===== src/vrc_pkg.sv =====
// Package with constants and carrier types of the video reclocker control block
`default_nettype none
package vrc_pkg;

    // ------------------------------------------------------------------
    // Register map (word aligned byte addresses)
    // ------------------------------------------------------------------
    localparam logic [3:0] CTRL_OFS   = 4'h0;   // Software overrides, read/write
    localparam logic [3:0] STATUS_OFS = 4'h4;   // Live block state, read only

    // Control register fields
    localparam int CTRL_MUTE_BIT   = 0;         // Software mute
    localparam int CTRL_BYPASS_BIT = 1;         // Software forced bypass
    localparam logic [1:0] CTRL_RST = 2'h0;     // Reset value of control bits

    // Status register fields
    localparam int ST_LOCK_BIT   = 0;           // Lock indicator
    localparam int ST_STD_BIT    = 1;           // Standard rate flag
    localparam int ST_BYPASS_BIT = 2;           // Retiming bypassed
    localparam int ST_MUTE_BIT   = 3;           // Outputs muted
    localparam int ST_CLKSEL_BIT = 4;           // Second output in clock mode
    localparam int ST_VALID_BIT  = 5;           // Second output content valid
    localparam int ST_MODE_LSB   = 8;           // Synchronised rate select code

    // ------------------------------------------------------------------
    // Rate select codes and detected rate classes
    // ------------------------------------------------------------------
    localparam logic [1:0] RATE_AUTO = 2'h0;    // Automatic detection
    localparam logic [1:0] RATE_SD   = 2'h1;    // Fixed standard rate
    localparam logic [1:0] RATE_HD   = 2'h2;    // Fixed high rate

    typedef enum logic [1:0] {
        DET_NONE  = 2'b00,                      // No rate recognised
        DET_SD    = 2'b01,                      // 270 Mbps
        DET_HD    = 2'b10,                      // 1483..2970 Mbps
        DET_UNSUP = 2'b11                       // Refused rates, never locked
    } vrc_det_t;

    // ------------------------------------------------------------------
    // Timing
    // ------------------------------------------------------------------
    localparam int CLK_PERIOD_NS = 10;          // Block clock period
    localparam int STD_VALID_NS  = 37;          // Flag valid after lock edge
    localparam int STD_VALID_CYC = (STD_VALID_NS / CLK_PERIOD_NS < 1) ? 1
                                   : STD_VALID_NS / CLK_PERIOD_NS;
    localparam int ACQ_MAX_MS    = 15;          // Longest acquisition time
    localparam int ACQ_MAX_CYC   = ACQ_MAX_MS * 1000000 / CLK_PERIOD_NS;
    localparam int DROP_MAX_MS   = 1;           // Longest lock drop time
    localparam int DROP_MAX_CYC  = DROP_MAX_MS * 1000000 / CLK_PERIOD_NS;
    localparam int SYNC_CYC      = 2;           // Synchroniser depth

    // ------------------------------------------------------------------
    // Carriers
    // ------------------------------------------------------------------
    typedef struct packed {
        logic     loop_locked;                  // Clock recovery loop locked
        logic     data_present;                 // Input carrier detected
        vrc_det_t rate;                         // Detected rate class
    } vrc_cdr_t;

    typedef struct packed {
        logic retimed;                          // Retimed data bit
        logic raw;                              // Input data, not retimed
        logic rec_clk;                          // Recovered data-rate clock
    } vrc_serial_t;

    typedef struct packed {
        logic p;                                // True half
        logic n;                                // Complement half
    } vrc_diff_t;

    typedef struct packed {
        logic       clk_sel;                    // Second output clock select
        logic [1:0] rate_sel;                   // Rate select pins
        logic       bypass;                     // Bypass input
        logic       silence_n;                  // Output silence, active low
    } vrc_pins_t;

    // Whole state of the control module
    typedef struct packed {
        vrc_pins_t   pin_s1;                    // First synchroniser stage
        vrc_pins_t   pin_s2;                    // Second synchroniser stage
        vrc_cdr_t    cdr_s1;
        vrc_cdr_t    cdr_s2;
        vrc_serial_t ser_s1;
        vrc_serial_t ser_s2;
        logic [1:0]  ctrl_r;                    // Software control bits
        logic [20:0] settle_r;                  // Qualified-lock counter
        logic        lock_r;
        logic        std_r;
        logic        bypass_r;
        logic        mute_r;
        logic        valid2_r;
        vrc_diff_t   out1_r;
        vrc_diff_t   out2_r;
        logic        ack_r;
        logic [31:0] dat_r;
    } vrc_state_t;

endpackage
`default_nettype wire


===== src/vrc_ctrl.sv =====
// Control and indicator logic of the serial video reclocker
//
// Notes on behaviour
// - Clock select high: second output carries clock.
// - Clock edge within 10% of bit centre.
// - Clock select defaults low: second output data.
// - Silence low mutes all serial outputs.
// - Bypass in clock mode mutes second output.
// - Unsupported rate in clock mode: output invalid.
// - Rate code 00 auto, 01 SD, 10 HD.
// - Rate select defaults to automatic detection.
// - Lock high only with data and loop lock.
// - Forced bypass holds lock indicator low.
// - Bypass high passes data without retiming.
// - Bypass low: auto bypass when unlocked/unsupported.
// - Silencing wins over bypass.
// - Silence input defaults to outputs enabled.
// - Bypass input defaults to automatic bypass.
// - Unlocked and not silenced: retiming bypassed.
// - Standard flag high only at 270 Mbps.
// - Standard flag registered, low while unlocked.
// - Standard flag valid one reference period later.
// - Lock drops within 1 ms of change.
// - Lock asserts within 15 ms of data.
// - Muted pairs drive fixed opposite levels.
// - Refused rates never lock, force bypass.
`default_nettype none
module vrc_ctrl #(
    parameter int LOCK_SETTLE_CYC = 16      // Qualified cycles before lock
) (
    input  wire logic             clk_i,    // Reference-derived block clock
    input  wire logic             rst_i,    // Synchronous reset, active high
    // Pins
    input  wire vrc_pkg::vrc_pins_t   pins_i,    // Control inputs
    input  wire vrc_pkg::vrc_cdr_t    cdr_i,     // Recovery loop status
    input  wire vrc_pkg::vrc_serial_t serial_i,  // Serial data and clock
    output logic                  lock_indicator_o,
    output logic                  standard_rate_flag_o,
    output logic                  second_output_valid_o,
    output vrc_pkg::vrc_diff_t    primary_serial_output_o,
    output vrc_pkg::vrc_diff_t    second_serial_output_o,
    // Wishbone slave
    input  wire logic             cyc_i,
    input  wire logic             stb_i,
    input  wire logic             we_i,
    input  wire logic [3:0]       adr_i,
    input  wire logic [3:0]       sel_i,
    input  wire logic [31:0]      dat_i,
    output logic [31:0]           dat_o,
    output logic                  ack_o
);

    // ------------------------------------------------------------------
    // State
    // ------------------------------------------------------------------
    vrc_pkg::vrc_state_t st_r;              // Registered state
    vrc_pkg::vrc_state_t st_nxt;            // Next state

    // Reset value of the pin synchronisers: the pulled levels, so that an
    // undriven pin reads its default from the first cycle.
    localparam vrc_pkg::vrc_pins_t PIN_DEFAULT = '{
        clk_sel:   1'b0,                    // Pulled down
        rate_sel:  vrc_pkg::RATE_AUTO,      // Pulled down
        bypass:    1'b0,                    // Pulled down
        silence_n: 1'b1                     // Pulled up
    };

    // Muted pair level
    localparam vrc_pkg::vrc_diff_t DIFF_MUTE = '{p: 1'b0, n: 1'b1};

    // Combinational helpers
    logic        rate_ok;                   // Detected rate fits the mode
    logic        qualified;                 // All lock conditions hold
    logic        force_byp;                 // Pin or software bypass
    logic        muted;                     // Any silencing source
    logic        bus_req;                   // Bus cycle awaiting ack
    logic [31:0] status_word;               // Status register image

    // ------------------------------------------------------------------
    // Next-state logic
    // ------------------------------------------------------------------
    always_comb
    begin
        st_nxt = st_r;

        // Two flops on every pin, loop status and serial input; stage one feeds stage two only
        st_nxt.pin_s1 = pins_i;
        st_nxt.pin_s2 = st_r.pin_s1;
        st_nxt.cdr_s1 = cdr_i;
        st_nxt.cdr_s2 = st_r.cdr_s1;
        // Serial paths share the pipe depth so clock and data stay aligned
        st_nxt.ser_s1 = serial_i;
        st_nxt.ser_s2 = st_r.ser_s1;

        // Mode decode; code 11 is a test mode, treated here as automatic
        case (st_r.pin_s2.rate_sel)
            vrc_pkg::RATE_AUTO:
                rate_ok = (st_r.cdr_s2.rate == vrc_pkg::DET_SD)
                       || (st_r.cdr_s2.rate == vrc_pkg::DET_HD);
            vrc_pkg::RATE_SD:
                rate_ok = (st_r.cdr_s2.rate == vrc_pkg::DET_SD);
            vrc_pkg::RATE_HD:
                rate_ok = (st_r.cdr_s2.rate == vrc_pkg::DET_HD);
            default:
                rate_ok = (st_r.cdr_s2.rate == vrc_pkg::DET_SD)
                       || (st_r.cdr_s2.rate == vrc_pkg::DET_HD);
        endcase

        // Forced bypass from pin or software
        force_byp = st_r.pin_s2.bypass || st_r.ctrl_r[vrc_pkg::CTRL_BYPASS_BIT];

        // Refused rates never satisfy rate_ok, so they never lock
        qualified = st_r.cdr_s2.loop_locked && st_r.cdr_s2.data_present
                 && rate_ok && !force_byp;

        // Settle filter: counts qualified cycles, any miss restarts it
        if (!qualified)
        begin
            st_nxt.settle_r = '0;
        end
        else if (st_r.settle_r < 21'(LOCK_SETTLE_CYC))
        begin
            st_nxt.settle_r = st_r.settle_r + 21'h1;
        end

        // Lock drops the cycle after a miss, far inside the drop limit
        st_nxt.lock_r = qualified
                     && (st_r.settle_r >= 21'(LOCK_SETTLE_CYC));

        // Standard flag follows lock by one cycle, low while unlocked
        st_nxt.std_r = st_r.lock_r
                    && (st_r.cdr_s2.rate == vrc_pkg::DET_SD);

        // Bypass when forced or whenever unlocked
        st_nxt.bypass_r = force_byp || !st_r.lock_r;

        // Silencing sources; they override bypass
        muted = !st_r.pin_s2.silence_n
             || st_r.ctrl_r[vrc_pkg::CTRL_MUTE_BIT];
        st_nxt.mute_r = muted;

        // Clock mode content is meaningless while bypassing
        st_nxt.valid2_r = !(st_r.pin_s2.clk_sel && st_r.bypass_r);

        // Primary output: mute, else raw or retimed data
        if (muted)
        begin
            st_nxt.out1_r = DIFF_MUTE;
        end
        else if (st_r.bypass_r)
        begin
            st_nxt.out1_r = '{p: st_r.ser_s2.raw, n: !st_r.ser_s2.raw};
        end
        else
        begin
            st_nxt.out1_r = '{p: st_r.ser_s2.retimed, n: !st_r.ser_s2.retimed};
        end

        // Second output: clock or second data copy
        if (muted)
        begin
            st_nxt.out2_r = DIFF_MUTE;
        end
        else if (st_r.pin_s2.clk_sel)
        begin
            if (st_r.bypass_r)
            begin
                st_nxt.out2_r = DIFF_MUTE;
            end
            else
            begin
                st_nxt.out2_r = '{p: st_r.ser_s2.rec_clk,
                                  n: !st_r.ser_s2.rec_clk};
            end
        end
        else if (st_r.bypass_r)
        begin
            st_nxt.out2_r = '{p: st_r.ser_s2.raw, n: !st_r.ser_s2.raw};
        end
        else
        begin
            st_nxt.out2_r = '{p: st_r.ser_s2.retimed, n: !st_r.ser_s2.retimed};
        end

        // Status image
        status_word = '0;
        status_word[vrc_pkg::ST_LOCK_BIT]   = st_r.lock_r;
        status_word[vrc_pkg::ST_STD_BIT]    = st_r.std_r;
        status_word[vrc_pkg::ST_BYPASS_BIT] = st_r.bypass_r;
        status_word[vrc_pkg::ST_MUTE_BIT]   = st_r.mute_r;
        status_word[vrc_pkg::ST_CLKSEL_BIT] = st_r.pin_s2.clk_sel;
        status_word[vrc_pkg::ST_VALID_BIT]  = st_r.valid2_r;
        status_word[vrc_pkg::ST_MODE_LSB +: 2] = st_r.pin_s2.rate_sel;

        // Bus: ack one cycle after the request, dropped after one cycle
        bus_req      = cyc_i && stb_i && !st_r.ack_r;
        st_nxt.ack_r = bus_req;
        if (bus_req)
        begin
            // Read data captured with the ack; unmapped words read zero
            case (adr_i)
                vrc_pkg::CTRL_OFS:   st_nxt.dat_r = {30'h0, st_r.ctrl_r};
                vrc_pkg::STATUS_OFS: st_nxt.dat_r = status_word;
                default:             st_nxt.dat_r = 32'h0;
            endcase
        end
        // Write lands on the edge where the master sees ack
        if (cyc_i && stb_i && st_r.ack_r && we_i && sel_i[0]
            && (adr_i == vrc_pkg::CTRL_OFS))
        begin
            st_nxt.ctrl_r = dat_i[1:0];
        end
    end

    // ------------------------------------------------------------------
    // State register
    // ------------------------------------------------------------------
    always_ff @(posedge clk_i)
    begin
        if (rst_i)
        begin
            st_r          <= '0;
            st_r.pin_s1   <= PIN_DEFAULT;
            st_r.pin_s2   <= PIN_DEFAULT;
            st_r.ctrl_r   <= vrc_pkg::CTRL_RST;
            st_r.bypass_r <= 1'b1;
            st_r.valid2_r <= 1'b1;
            st_r.out1_r   <= DIFF_MUTE;
            st_r.out2_r   <= DIFF_MUTE;
        end
        else
        begin
            st_r <= st_nxt;
        end
    end

    // ------------------------------------------------------------------
    // Outputs
    // ------------------------------------------------------------------
    assign lock_indicator_o        = st_r.lock_r;
    assign standard_rate_flag_o    = st_r.std_r;
    assign second_output_valid_o   = st_r.valid2_r;
    assign primary_serial_output_o = st_r.out1_r;
    assign second_serial_output_o  = st_r.out2_r;
    assign dat_o                   = st_r.dat_r;
    assign ack_o                   = st_r.ack_r;

    localparam int STD_LAT = vrc_pkg::STD_VALID_CYC;
    // Longest wait from a qualified start to lock, one spare cycle
    localparam int ACQ_LAT = LOCK_SETTLE_CYC + 2;
endmodule
`default_nettype wire


===== config.mk =====
export PLATFORM = sky130hd
export DESIGN_NAME = vrc_ctrl
export DESIGN_NICKNAME = d
export VERILOG_FILES = /design/src/vrc_pkg.sv /design/src/vrc_ctrl.sv
export SDC_FILE = /design/constraint.sdc
export NUM_CORES = 1
export LEC_CHECK = 0
export BUFFER_PORTS_ARGS = -buffer_cell sky130_fd_sc_hd__buf_4
export CORE_AREA = 3 3 78 80
export CTS_BUF_LIST = sky130_fd_sc_hd__clkbuf_16
export DETAILED_ROUTE_END_ITERATION = 16
export DIE_AREA = 0 0 81 83
export PLACE_DENSITY = 0.84
export SLEW_MARGIN = 10
export SYNTH_ARGS = -nofsm -noshare
export SYNTH_HDL_FRONTEND = slang
export SYNTH_SLANG_ARGS = --single-unit

===== constraint.sdc =====
create_clock -name clk_i -period 2.5 [get_ports clk_i]
set_input_delay 0.75 -clock clk_i [delete_from_list [all_inputs] [get_ports clk_i]]
set_output_delay 0.75 -clock clk_i [all_outputs]
set_load 0.01 [all_outputs]

[Word level (Yosys, flattened, before mapping)]
Cells that the tools add are included.
Word-level totals
  register bits after elaboration: 89
  output and inout bits: 40
Cells by class
  add/subtract/negate cells: 1
  order comparisons: 2
  equality and inequality tests: 5
  multiplexer cells: 5
  bitwise logic cells: 1
  reduce and logical (&&, ||, !) cells: 27
Operators with widths (count)
  adder 21 x 1 -> 21 bit, second input constant: 1
  >= comparator 21 x 5 -> 1 bit, second input constant: 1
  less-than comparator 21 x 5 -> 1 bit, second input constant: 1
  case mux 10 bit (2 select lines): 1
  logical AND 1 bit: 12
  zero test 1 bit: 8
  2-to-1 mux 2 bit: 3
  equality test 2 x 1 -> 1 bit, second input constant: 2
  equality test 2 bit, second input constant: 2
  equality test 4 x 3 -> 1 bit, second input constant: 1
  zero test 4 bit: 1
  logical OR 1 bit: 4
  OR reduction 2 bit: 2
  case mux 1 bit (2 select lines): 1
  inverter 1 bit: 1

[Logic depth before layout (Yosys ltp)]
Gate-level depths: netlist of run 1.
  depth in word-level cells: 7
  gate-level depth with buffers: 6
  mapped depth without buffers: 6

[Least setup slack after synthesis of run 1]
Ideal clock, no wire load.
  path kind: in2reg
  start: input port adr_i[1]
  end: register st_r[63] in the netlist's numbering
  setup time: 128 ps
  arrival: 1746 ps
  slack: 626 ps
  cell stages on the path: 4
  path buffers: 0
  path through: or3_1 > nor4_2 > mux2i_1 > nor2_1
Between the ends
  word-level cells in the longest chain between the ends: 2
Ends and longest elaborated chain
  start, declared: line vrc_ctrl.sv:46  | input wire logic [3:0] adr_i,
  zero test 4 bit: line vrc_ctrl.sv:209  | && (adr_i == vrc_pkg::CTRL_OFS))
  logical AND 1 bit: line vrc_ctrl.sv:209
  end signal, assigned: line vrc_ctrl.sv:233  | st_r <= st_nxt;
  end, declared: line vrc_ctrl.sv:56  | vrc_pkg::vrc_state_t st_r;
Every way passes these cells.
A chain may end at the register's enable or synchronous reset.

[Final worst setup path of run 1]
  start: register st_r[81] in the netlist's numbering
  end: register st_r[43] in the netlist's numbering
Between the ends
  word-level cells in the longest chain between the ends: 6
  elaborated cells on any way between the ends: 7
  classes of those cells: eq/ne (2); mux (1); bitwise (1); reduce/logical (3)
Ends and longest elaborated chain
  equality test 2 bit or equality test 2 x 1 -> 1 bit (tied branches): line vrc_ctrl.sv:96  | case (st_r.pin_s2.rate_sel)
  case mux 1 bit (2 select lines) (*): line vrc_ctrl.sv:96
  logical AND 1 bit (*) (2 in series): line vrc_ctrl.sv:114  | && rate_ok && !force_byp;
  inverter 1 bit (no line) (*)
  OR reduction 2 bit (no line) (*)
Mark *: on every way between the ends. The rest lies on a longest branch, timed or not.

==> reports/metrics.cfg, run 1 <==
[placed_design]
port_buffers = 39
dp_hpwl_um = 2590
placed_cell_area_um2 = 2600
gp_congestion = 0.733

[logic_synthesis]
netlist_top_cells_area = dfxtp_1 (54%), buf_4 (11%), nor2b_1 (5.7%)
syn_area_per_cell_um2 = 10.2
yosys_warnings = 0
synth-seq-cells = 65
ys_seq_area_frac = 0.537
synth_top_area_frac = 0.537
synth_cells = 237
yosys.area.top_type = dfxtp_1
synthDistinctLibCells = 38
syn_area_um2 = 2420

[sta]
period_share = 0.783
tightest_slew_ns = 0.707
max-slew-margin-rel = 0.526
slew_viol_final = 0
setup_viol = 0
layout_min_cycle_time_ns = 1.96
rsz0062_at_grt = false
finClkSkew_ns = 0.00453
tns_ns = 0
max_freq_ghz = 0.511
hold_viol = 0

[cells_and_area]
layout-drive-gt1-share = 0.224
mostFrequentLayoutCells = dfxtp_1 (65), buf_4 (39), conb_1 (24)
area.growth.synth_to_final_pct = 18.6
n_antenna_cell = 0
final_common_cell = dfxtp_1
design_area_um2 = 2870
final_util = 0.525
final_nets = 331

[grt]
grt_pass1_vias = 1392
grt_first_pass_wirelength_um = 5900
grt-ovfl-total = 0
track_usage = 0.117
antenna_found_initial = 0
grt_max_degree = 40

[critical_path]
regToRegEndpoint = st_r[43]
cp.arrival_ns = 2.20
rr_startpoint = st_r[81]
crit_required_ns = 2.74
crit_chain = inv_1 > ha_1 > a211oi_1 > nor4b_4 > nand2_1 > mux2i_1
worstSetupPathType = flop to flop
reg2reg_slack_ns = 0.54
reg2reg_depth = 6
start_kind = flop
crit_path_max_incr_delay_ns = 0.64
worstPathMaxFanout = 19
worst-path-buf-inv = 1
crit_path_top_delay_cell = nor4b_4
end_kind = flop
critPathTopFamily = simple AND/OR/NAND/NOR gates

[routing]
drtIter0Drc = 99
first_pass_iters = 4
antenna_left = 0
route.detailed.drc = 0
num_vias = 1528
wire_per_inst_um = 10.6
avgViaCountPerCell = 4.44
routed_wl_um = 3630

[min_path]
min_path_cells = 1
min_to = st_r[79]
hp-class = flop to flop
hp-start = st_nxt[79]

[pwr]
power.combinational.fraction = 0.041
clkPwrFrac = 0.495
swShare = 0.193
p_leak_uw = 0.00125
seq_power_share = 0.465
powerDensity_nw_per_um2 = 799
cell_internal_pwr_uw = 1850
power.switching_uw = 444
vdd_drop_max_mv = 0.395

[run]
max-cap-violations = 0

[cts]
clk_latency_ns = 0.32
clkTransAtPathRegs_ns = 0.05
clock_path_buffers = 2
cts_num_sinks = 65
cts_made_buffers = 9
post_cts_resized = 0
tritoncts = built
cts_htree_levels = 3
hold_buffers = 0
cts_root_buffer = clkbuf_16
post-cts-setup-buffers = 0

[floorplanning]
die-height_um = 83
io_pins = 97
dieArea_um2 = 6720
die_w_um = 81
floorplan.initialDensity = 0.443
row_count = 27
coreArea_um2 = 5470

[run_status]
status = complete, no violations

-- synthesized netlist by cell type --
| master | instances |
|---|---|
| nor3_2 | 1 |
| nand3_1 | 6 |
| nor4b_4 | 1 |
| clkbuf_1 | 4 |
| and2_1 | 15 |
| o22ai_1 | 1 |
| a221oi_1 | 1 |
| inv_1 | 12 |
| o21ai_0 | 2 |
| buf_2 | 1 |
| dfxtp_1 | 65 |
| nand2_1 | 5 |
| conb_1 | 1 |
| nand3b_1 | 2 |
| a211oi_1 | 1 |
| a22oi_1 | 8 |
| o22a_1 | 1 |
| and2_2 | 1 |
| or3_2 | 1 |
| or3_1 | 1 |
| nor2b_1 | 22 |
| nor4_1 | 3 |
| o31ai_1 | 2 |
| buf_4 | 36 |
| nor4_2 | 1 |
| o21a_1 | 1 |
| nor3_1 | 2 |
| mux2_2 | 1 |
| mux2i_1 | 4 |
| ha_1 | 6 |
| and3_1 | 1 |
| or2_2 | 3 |
| a21oi_1 | 4 |
| buf_1 | 1 |
| or4_1 | 2 |
| or4b_2 | 1 |
| nor2_1 | 16 |
| nand4_1 | 1 |
-- cell families (layout without fill, tap and decap cells) --
group	Yosys count	after routing	share of synthesized area
AOI/OAI and AO/OA	21	21	0.0594
DFF	65	65	0.537
adders and majority gates	6	6	0.0310
muxes	5	5	0.0212
buffers and inverters	54	66	0.140
other	1	24	0.00155
and+or+nand+nor	85	85	0.210
-- final cells by class --
cell class                 count  area, µm²
fill                         477       2600
clock inverter                 6       51.3
clock buffer                   9        225
multi-input combinational    141        868
inverter                      12       45.0
timing repair buffer          39        293
tap                           72       90.1
sequential                    65       1300
-- state kept, by name, summed over array words and instances, names as in the netlist --
name	cells
ack_o	1
second_serial_output_o	2
primary_serial_output_o	2
st_r	37
dat_o	8
standard_rate_flag_o	1
second_output_valid_o	1
st_nxt	12
lock_indicator_o	1
-- stage by stage --
stage	worst slack [ns]	hold slack, ns	std cells	power (µW)
after global placement	0.440	0.401	329	1180
after global routing	0.401	0.437	344	2380
after floorplan	0.626	0.389	260	1170
after CTS	0.523	0.421	344	2320
final	0.542	0.421	344	2300
after detailed placement	0.359	0.407	329	1180
-- routing by layer --
layer / vias up / global-route usage / routed length [µm]
met4: 0 / 0.0814 / 115
li1: 783 / - / -
met1: 680 / 0.130 / 1550
met3: 10 / 0.0521 / 283
met2: 55 / 0.176 / 1680
met5: - / 0 / 0
-- how the worst max path moves through the flow --
stage / from / endpoint / slack [ns] / cells past startpoint
2_1_floorplan: adr_i[1] / st_r[63] / 0.63 / 4
3_3_place_gp: adr_i[1] / st_r[63] / 0.44 / 5
3_5_place_dp: adr_i[1] / st_r[63] / 0.36 / 5
4_1_cts: st_r[81] / st_r[43] / 0.52 / 6
5_1_grt: st_r[81] / st_r[43] / 0.40 / 6
6_report: st_r[81] / st_r[43] / 0.54 / 6
-- power by group through the flow --
stage          clock (µW)  combinational (µW)  sequential (µW)
3_5_place_dp            0                93.8             1090
2_1_floorplan           0                86.0             1090
3_3_place_gp            0                92.5             1090
5_1_grt              1200                 106             1070
4_1_cts              1160                94.4             1070
6_report             1140                93.9             1070
Power figures use the tool's default switching activity.
==> inputs of run 2 (changes only) <==
CORE_AREA = 3 3 80 82   (was 3 3 78 80)
DIE_AREA = 0 0 83 85   (was 0 0 81 83)
clock period = 1.6 ns   (was 2.5 ns; I/O delays follow)
==> reports/metrics.cfg, run 2 (synthesis gave the netlist of run 1 again) <==
[critical_path]
end_kind = flop
cp.depth = 4  ; -2
regToRegEndpoint = st_r[45]
crit_end = st_r[45]
rr_startpoint = st_r[55]
worst-path-buf-inv = 0  ; -1
reg2reg_slack_ns = -0.02  ; -0.56 ns
cp.arrival_ns = 1.87  ; -0.33 ns
reg2reg_depth = 4  ; -2
startpoint = st_r[55]
crit_chain = nor4_1 > nand3_1 > or4_4 > a21oi_2
worstPathMaxFanout = 7  ; -12
crit_path_max_incr_delay_ns = 0.55  ; -0.09 ns
crit_path_top_delay_cell = or4_4
start_kind = flop
critPathTopFamily = simple AND/OR/NAND/NOR gates
worstSetupPathType = flop to flop
crit_required_ns = 1.85  ; -0.89 ns

[cts]
cts_root_buffer = clkbuf_16
clkTransAtPathRegs_ns = 0.05  ; about the same
clock_path_buffers = 2  ; unchanged
cts_made_buffers = 9  ; unchanged
cts_htree_levels = 3  ; unchanged
tritoncts = built
cts_num_sinks = 65  ; unchanged
clk_latency_ns = 0.32  ; about the same
hold_buffers = 0  ; unchanged

[routing]
num_vias = 1589  ; +4.0%
drtIter0Drc = 50  ; -49%
route.detailed.drc = 0  ; unchanged
avgViaCountPerCell = 4.41  ; -0.63%
first_pass_iters = 4  ; unchanged
routed_wl_um = 4150  ; +14%
wire_per_inst_um = 11.5  ; +9.2%
antenna_left = 0  ; unchanged

[floorplanning]
coreArea_um2 = 5820  ; +6.3%
die-height_um = 85  ; +2.4%
io_pins = 97  ; unchanged
row_count = 28  ; +3.7%
floorplan.initialDensity = 0.417  ; -0.0261
dieArea_um2 = 7060  ; +4.9%
die_w_um = 83  ; +2.5%

[grt]
grt_max_degree = 29  ; -28%
grt_pass1_vias = 1544  ; +11%
track_usage = 0.119  ; +0.00242
grt_util_met1 = 0.125  ; -0.00544
use_met3 = 0.0388  ; -0.0132
grt-ovfl-total = 0  ; unchanged
use_met2 = 0.210  ; +0.0344
grt_first_pass_wirelength_um = 6730  ; +14%
grt-busiest-layer = met2
antenna_found_initial = 0  ; unchanged

[cells_and_area]
regMostFlops = st_r
n_antenna_cell = 0  ; unchanged
stdcell_count = 360  ; +4.7%
final_nets = 343  ; +3.6%
largest_register_ffs = 37  ; unchanged
final_common_cell = dfxtp_1
mostFrequentLayoutCells = dfxtp_1 (62), buf_4 (51), conb_1 (24)
area.growth.synth_to_final_pct = 27.2
layout-drive-gt1-share = 0.298  ; +0.0740
design_area_um2 = 3080  ; +7.2%

[min_path]
hp-class = primary input to flop
min_path_cells = 2  ; +1

[sta]
layout_min_cycle_time_ns = 1.62  ; -0.341 ns
slew_viol_final = 0  ; unchanged
setup_ws_ns = -0.0177  ; -0.559 ns
setup_viol = 1  ; +1
max_freq_ghz = 0.618  ; +21%
finClkSkew_ns = 0.00596  ; +0.00143 ns
period_share = 1.01  ; +0.228
whs_ns = 0.346  ; -0.0756 ns
hold_viol = 0  ; unchanged

[run_status]
failed_checks = setup timing
status = complete, but fails checks

[placed_design]
gp_congestion = 0.750  ; +2.2%
placed_cell_area_um2 = 2700  ; +3.9%
dp.cells = 340  ; +3.3%
dp_hpwl_um = 2900  ; +12%
dpl_worst_slack_ns = -0.168  ; -0.527 ns
port_buffers = 39  ; unchanged

[run]
max-cap-violations = 0  ; unchanged

[pwr]
powerDensity_nw_per_um2 = 1230  ; +54%
vdd_drop_max_mv = 0.712  ; +80%
p_leak_uw = 0.00134  ; +7.8%

## run 2: timing repair
action	CTS	global route
setup endpoints to repair	6	18
gates resized for setup	3	8
buffers inserted	1	3
gates cloned	0	0
pin swaps	1	4
## run 2: metal layers
layer | share of wire | vias to the layer above
li1 | - | 803
met1 | 0.40 | 715
met2 | 0.52 | 60
met3 | 0.061 | 11
met4 | 0.025 | 0
met5 | 0 | -
## run 2: worst min path at each step
stage	start	to	slack (ns)
detailed placement	st_nxt[65]	st_r[65]	0.42
global placement	st_nxt[79]	st_r[79]	0.41
CTS	pins_i[0]	st_nxt[79]	0.33
floorplan	st_nxt[79]	st_r[79]	0.39
global route	pins_i[0]	st_nxt[79]	0.35
finish	pins_i[0]	st_nxt[79]	0.35
## run 2: cell type report
class,instances,area [µm²]
inverter,12,45.0
sequential,65,1310
clock buffer,9,225
multi-input combinational,141,950
timing repair buffer,51,383
tap,75,93.8
fill,519,2740
clock inverter,7,78.8
## run 2: worst reg2reg max path: stages, from the launching register on
cell     delay [ns]
dfxtp_1        0.30
nor4_1         0.30
nand3_1        0.25
or4_4          0.55
a21oi_2        0.15
## run 2: power breakdown
group          leakage [µW]  switching (µW)  internal, µW
Clock              0.000158             608          1330
Combinational      0.000655            88.1          89.5
Sequential         0.000531            12.3          1660
## run 2: metrics by stage
stage / TNS (ns) / total power (µW) / util
2_1_floorplan: 0 / 1840 / -
3_3_place_gp: -0.828 / 1860 / 0.464
3_5_place_dp: -1.21 / 1870 / 0.464
4_1_cts: 0 / 3820 / 0.519
5_1_grt: -0.0465 / 3920 / 0.530
6_report: -0.0177 / 3790 / 0.530
==> inputs of run 3 (changes only) <==
CELL_PAD_IN_SITES_DETAIL_PLACEMENT = 1   (was unset)
CELL_PAD_IN_SITES_GLOBAL_PLACEMENT = 2   (was unset)
CORE_AREA = 3 3 103 105   (was 3 3 80 82)
DIE_AREA = 0 0 106 108   (was 0 0 83 85)
RECOVER_POWER = 25   (was unset)
SETUP_SLACK_MARGIN = 0.15   (was unset)
==> reports/metrics.cfg, run 3 (synthesis gave the netlist of run 1 again) <==
[cells_and_area]
largest_register_ffs = 37  ; unchanged
design_area_um2 = 3240  ; +5.1%
mostFrequentLayoutCells = dfxtp_1 (62), buf_4 (51), conb_1 (24)
seq_area_um2 = 1310  ; unchanged
final_nets = 345  ; +0.58%
fill_cells = 1127  ; +120%
layout-drive-gt1-share = 0.341  ; +0.0432
final_util = 0.333  ; -0.197
area.growth.synth_to_final_pct = 33.7
final_common_cell = dfxtp_1
multi_input_area_um2 = 971  ; +2.2%
n_antenna_cell = 0  ; unchanged
regMostFlops = st_r

[critical_path]
start_kind = flop
worstPathMaxFanout = 4  ; -3
reg2reg_slack_ns = 0.06  ; +0.08 ns
regToRegEndpoint = st_r[44]
reg2reg_depth = 5  ; +1
worstSetupPathType = flop to flop
rr_startpoint = st_r[81]
end_kind = flop
cp.arrival_ns = 1.80  ; -0.07 ns
crit_required_ns = 1.86  ; about the same

[min_path]
hp-start = pins_i[0]
hp-class = primary input to flop
min_to = st_nxt[79]
min_path_cells = 2  ; unchanged

[cts]
cts_made_buffers = 9  ; unchanged
cts_htree_levels = 3  ; unchanged
clk_latency_ns = 0.33  ; about the same
cts_num_sinks = 65  ; unchanged
clock_path_buffers = 2  ; unchanged
tritoncts = built
clkTransAtPathRegs_ns = 0.06  ; about the same
cts_root_buffer = clkbuf_16

[routing]
met2_length_um = 2340  ; +9.1%
drt-met1-wl_um = 2060  ; +25%
first_pass_iters = 4  ; unchanged
route.detailed.drc = 0  ; unchanged
wire_per_inst_um = 11.5  ; -0.57%
antenna_left = 0  ; unchanged
num_vias = 1614  ; +1.6%
highest_layer = met4
avgViaCountPerCell = 3.84  ; -13%
drtIter0Drc = 57  ; +14%
wl_met3_um = 274  ; +7.5%
routed_wl_um = 4810  ; +16%

[pwr]
cell_internal_pwr_uw = 3260  ; +6.1%
powerDensity_nw_per_um2 = 1260  ; +2.4%
power.switching_uw = 810  ; +14%
seq_power_share = 0.409  ; -0.032
vdd_drop_max_mv = 0.447  ; -37%
p_leak_uw = 0.00136  ; +0.97%
power.combinational.fraction = 0.045  ; -0.002
clkPwrFrac = 0.546  ; +0.034
swShare = 0.199  ; +0.0117

[sta]
max_freq_ghz = 0.649  ; +5.0%
finClkSkew_ns = 0.00677  ; +0.000815 ns
tns_ns = 0  ; +0.0177 ns
rsz0062_at_grt = true
setup_ws_ns = 0.0590  ; +0.0766 ns
hold_viol = 0  ; unchanged
setup_viol = 0  ; -1
layout_min_cycle_time_ns = 1.54  ; -0.0766 ns
slew_viol_final = 0  ; unchanged
period_share = 0.963  ; -0.0479

[placed_design]
dpl_worst_slack_ns = -0.114  ; +0.0541 ns
gp_congestion = 0.774  ; +3.3%
placed_cell_area_um2 = 2800  ; +3.9%
dp_hpwl_um = 3420  ; +18%
port_buffers = 39  ; unchanged

[floorplanning]
dieArea_um2 = 11400  ; +62%
io_pins = 97  ; unchanged
row_count = 36  ; +29%
die_w_um = 106  ; +28%
die-height_um = 108  ; +27%
coreArea_um2 = 9730  ; +67%
floorplan.initialDensity = 0.249  ; -0.168

[grt]
grt_max_degree = 22  ; -24%
track_usage = 0.0877  ; -0.0317
antenna_found_initial = 0  ; unchanged
grt_first_pass_wirelength_um = 7750  ; +15%
grt-ovfl-total = 0  ; unchanged
grt_pass1_vias = 1599  ; +3.6%

[run]
max-cap-violations = 0  ; unchanged

[run_status]
status = complete, no violations

[run 3: metrics by stage]
stage          power (µW)  hold slack [ns]  std cells
2_1_floorplan        1840            0.389        260
3_3_place_gp         1870            0.407        399
3_5_place_dp         1870            0.403        399
4_1_cts              4130            0.331        420
5_1_grt              4240            0.332        420
6_report             4070            0.342        420
[run 3: final cells by class]
| cell class | count | share of cell area |
|---|---|---|
| Sequential cell | 65 | 0.403 |
| Multi-Input combinational cell | 141 | 0.300 |
| Timing Repair Buffer | 53 | 0.126 |
| Clock buffer | 9 | 0.0696 |
| Tap cell | 133 | 0.0514 |
| Clock inverter | 7 | 0.0367 |
| Inverter | 12 | 0.0139 |
[run 3: worst max-delay path, cell delays in order (launching register included)]
cell      delay, ns
dfxtp_2        0.33
inv_2          0.04
ha_4           0.21
a211oi_2       0.23
or4b_4         0.53
a21oi_2        0.13
[run 3: how the worst max path moves through the flow]
stage / from / end / slack (ns) / cells after the start
2_1_floorplan: st_r[71] / st_r[54] / 0.04 / 6
3_3_place_gp: adr_i[1] / st_r[63] / -0.07 / 5
3_5_place_dp: adr_i[1] / dat_o[4] / -0.11 / 7
4_1_cts: st_r[81] / st_r[42] / 0.04 / 5
5_1_grt: st_r[51] / st_r[45] / -0.02 / 5
6_report: st_r[81] / st_r[44] / 0.06 / 5
[run 3: routing by layer]
| layer | global-route usage | up-vias |
|---|---|---|
| met5 | 0 | - |
| met4 | 0.0555 | 0 |
| met3 | 0.0251 | 11 |
| met2 | 0.139 | 49 |
| met1 | 0.105 | 748 |
| li1 | - | 806 |
[run 3: repair_timing]
item	CTS	global route
setup endpoints to repair	22	22
setup buffers	5	0
pin swaps	6	3
gates resized for setup	11	3
hold buffers	0	0
[run 3: power by group through the flow]
| stage | combinational (µW) | sequential (µW) | clock [µW] |
|---|---|---|---|
| floorplan | 143 | 1700 | 0 |
| global placement | 169 | 1700 | 0 |
| detailed placement | 172 | 1700 | 0 |
| CTS | 184 | 1670 | 2280 |
| global route | 202 | 1670 | 2360 |
| finish | 182 | 1670 | 2230 |
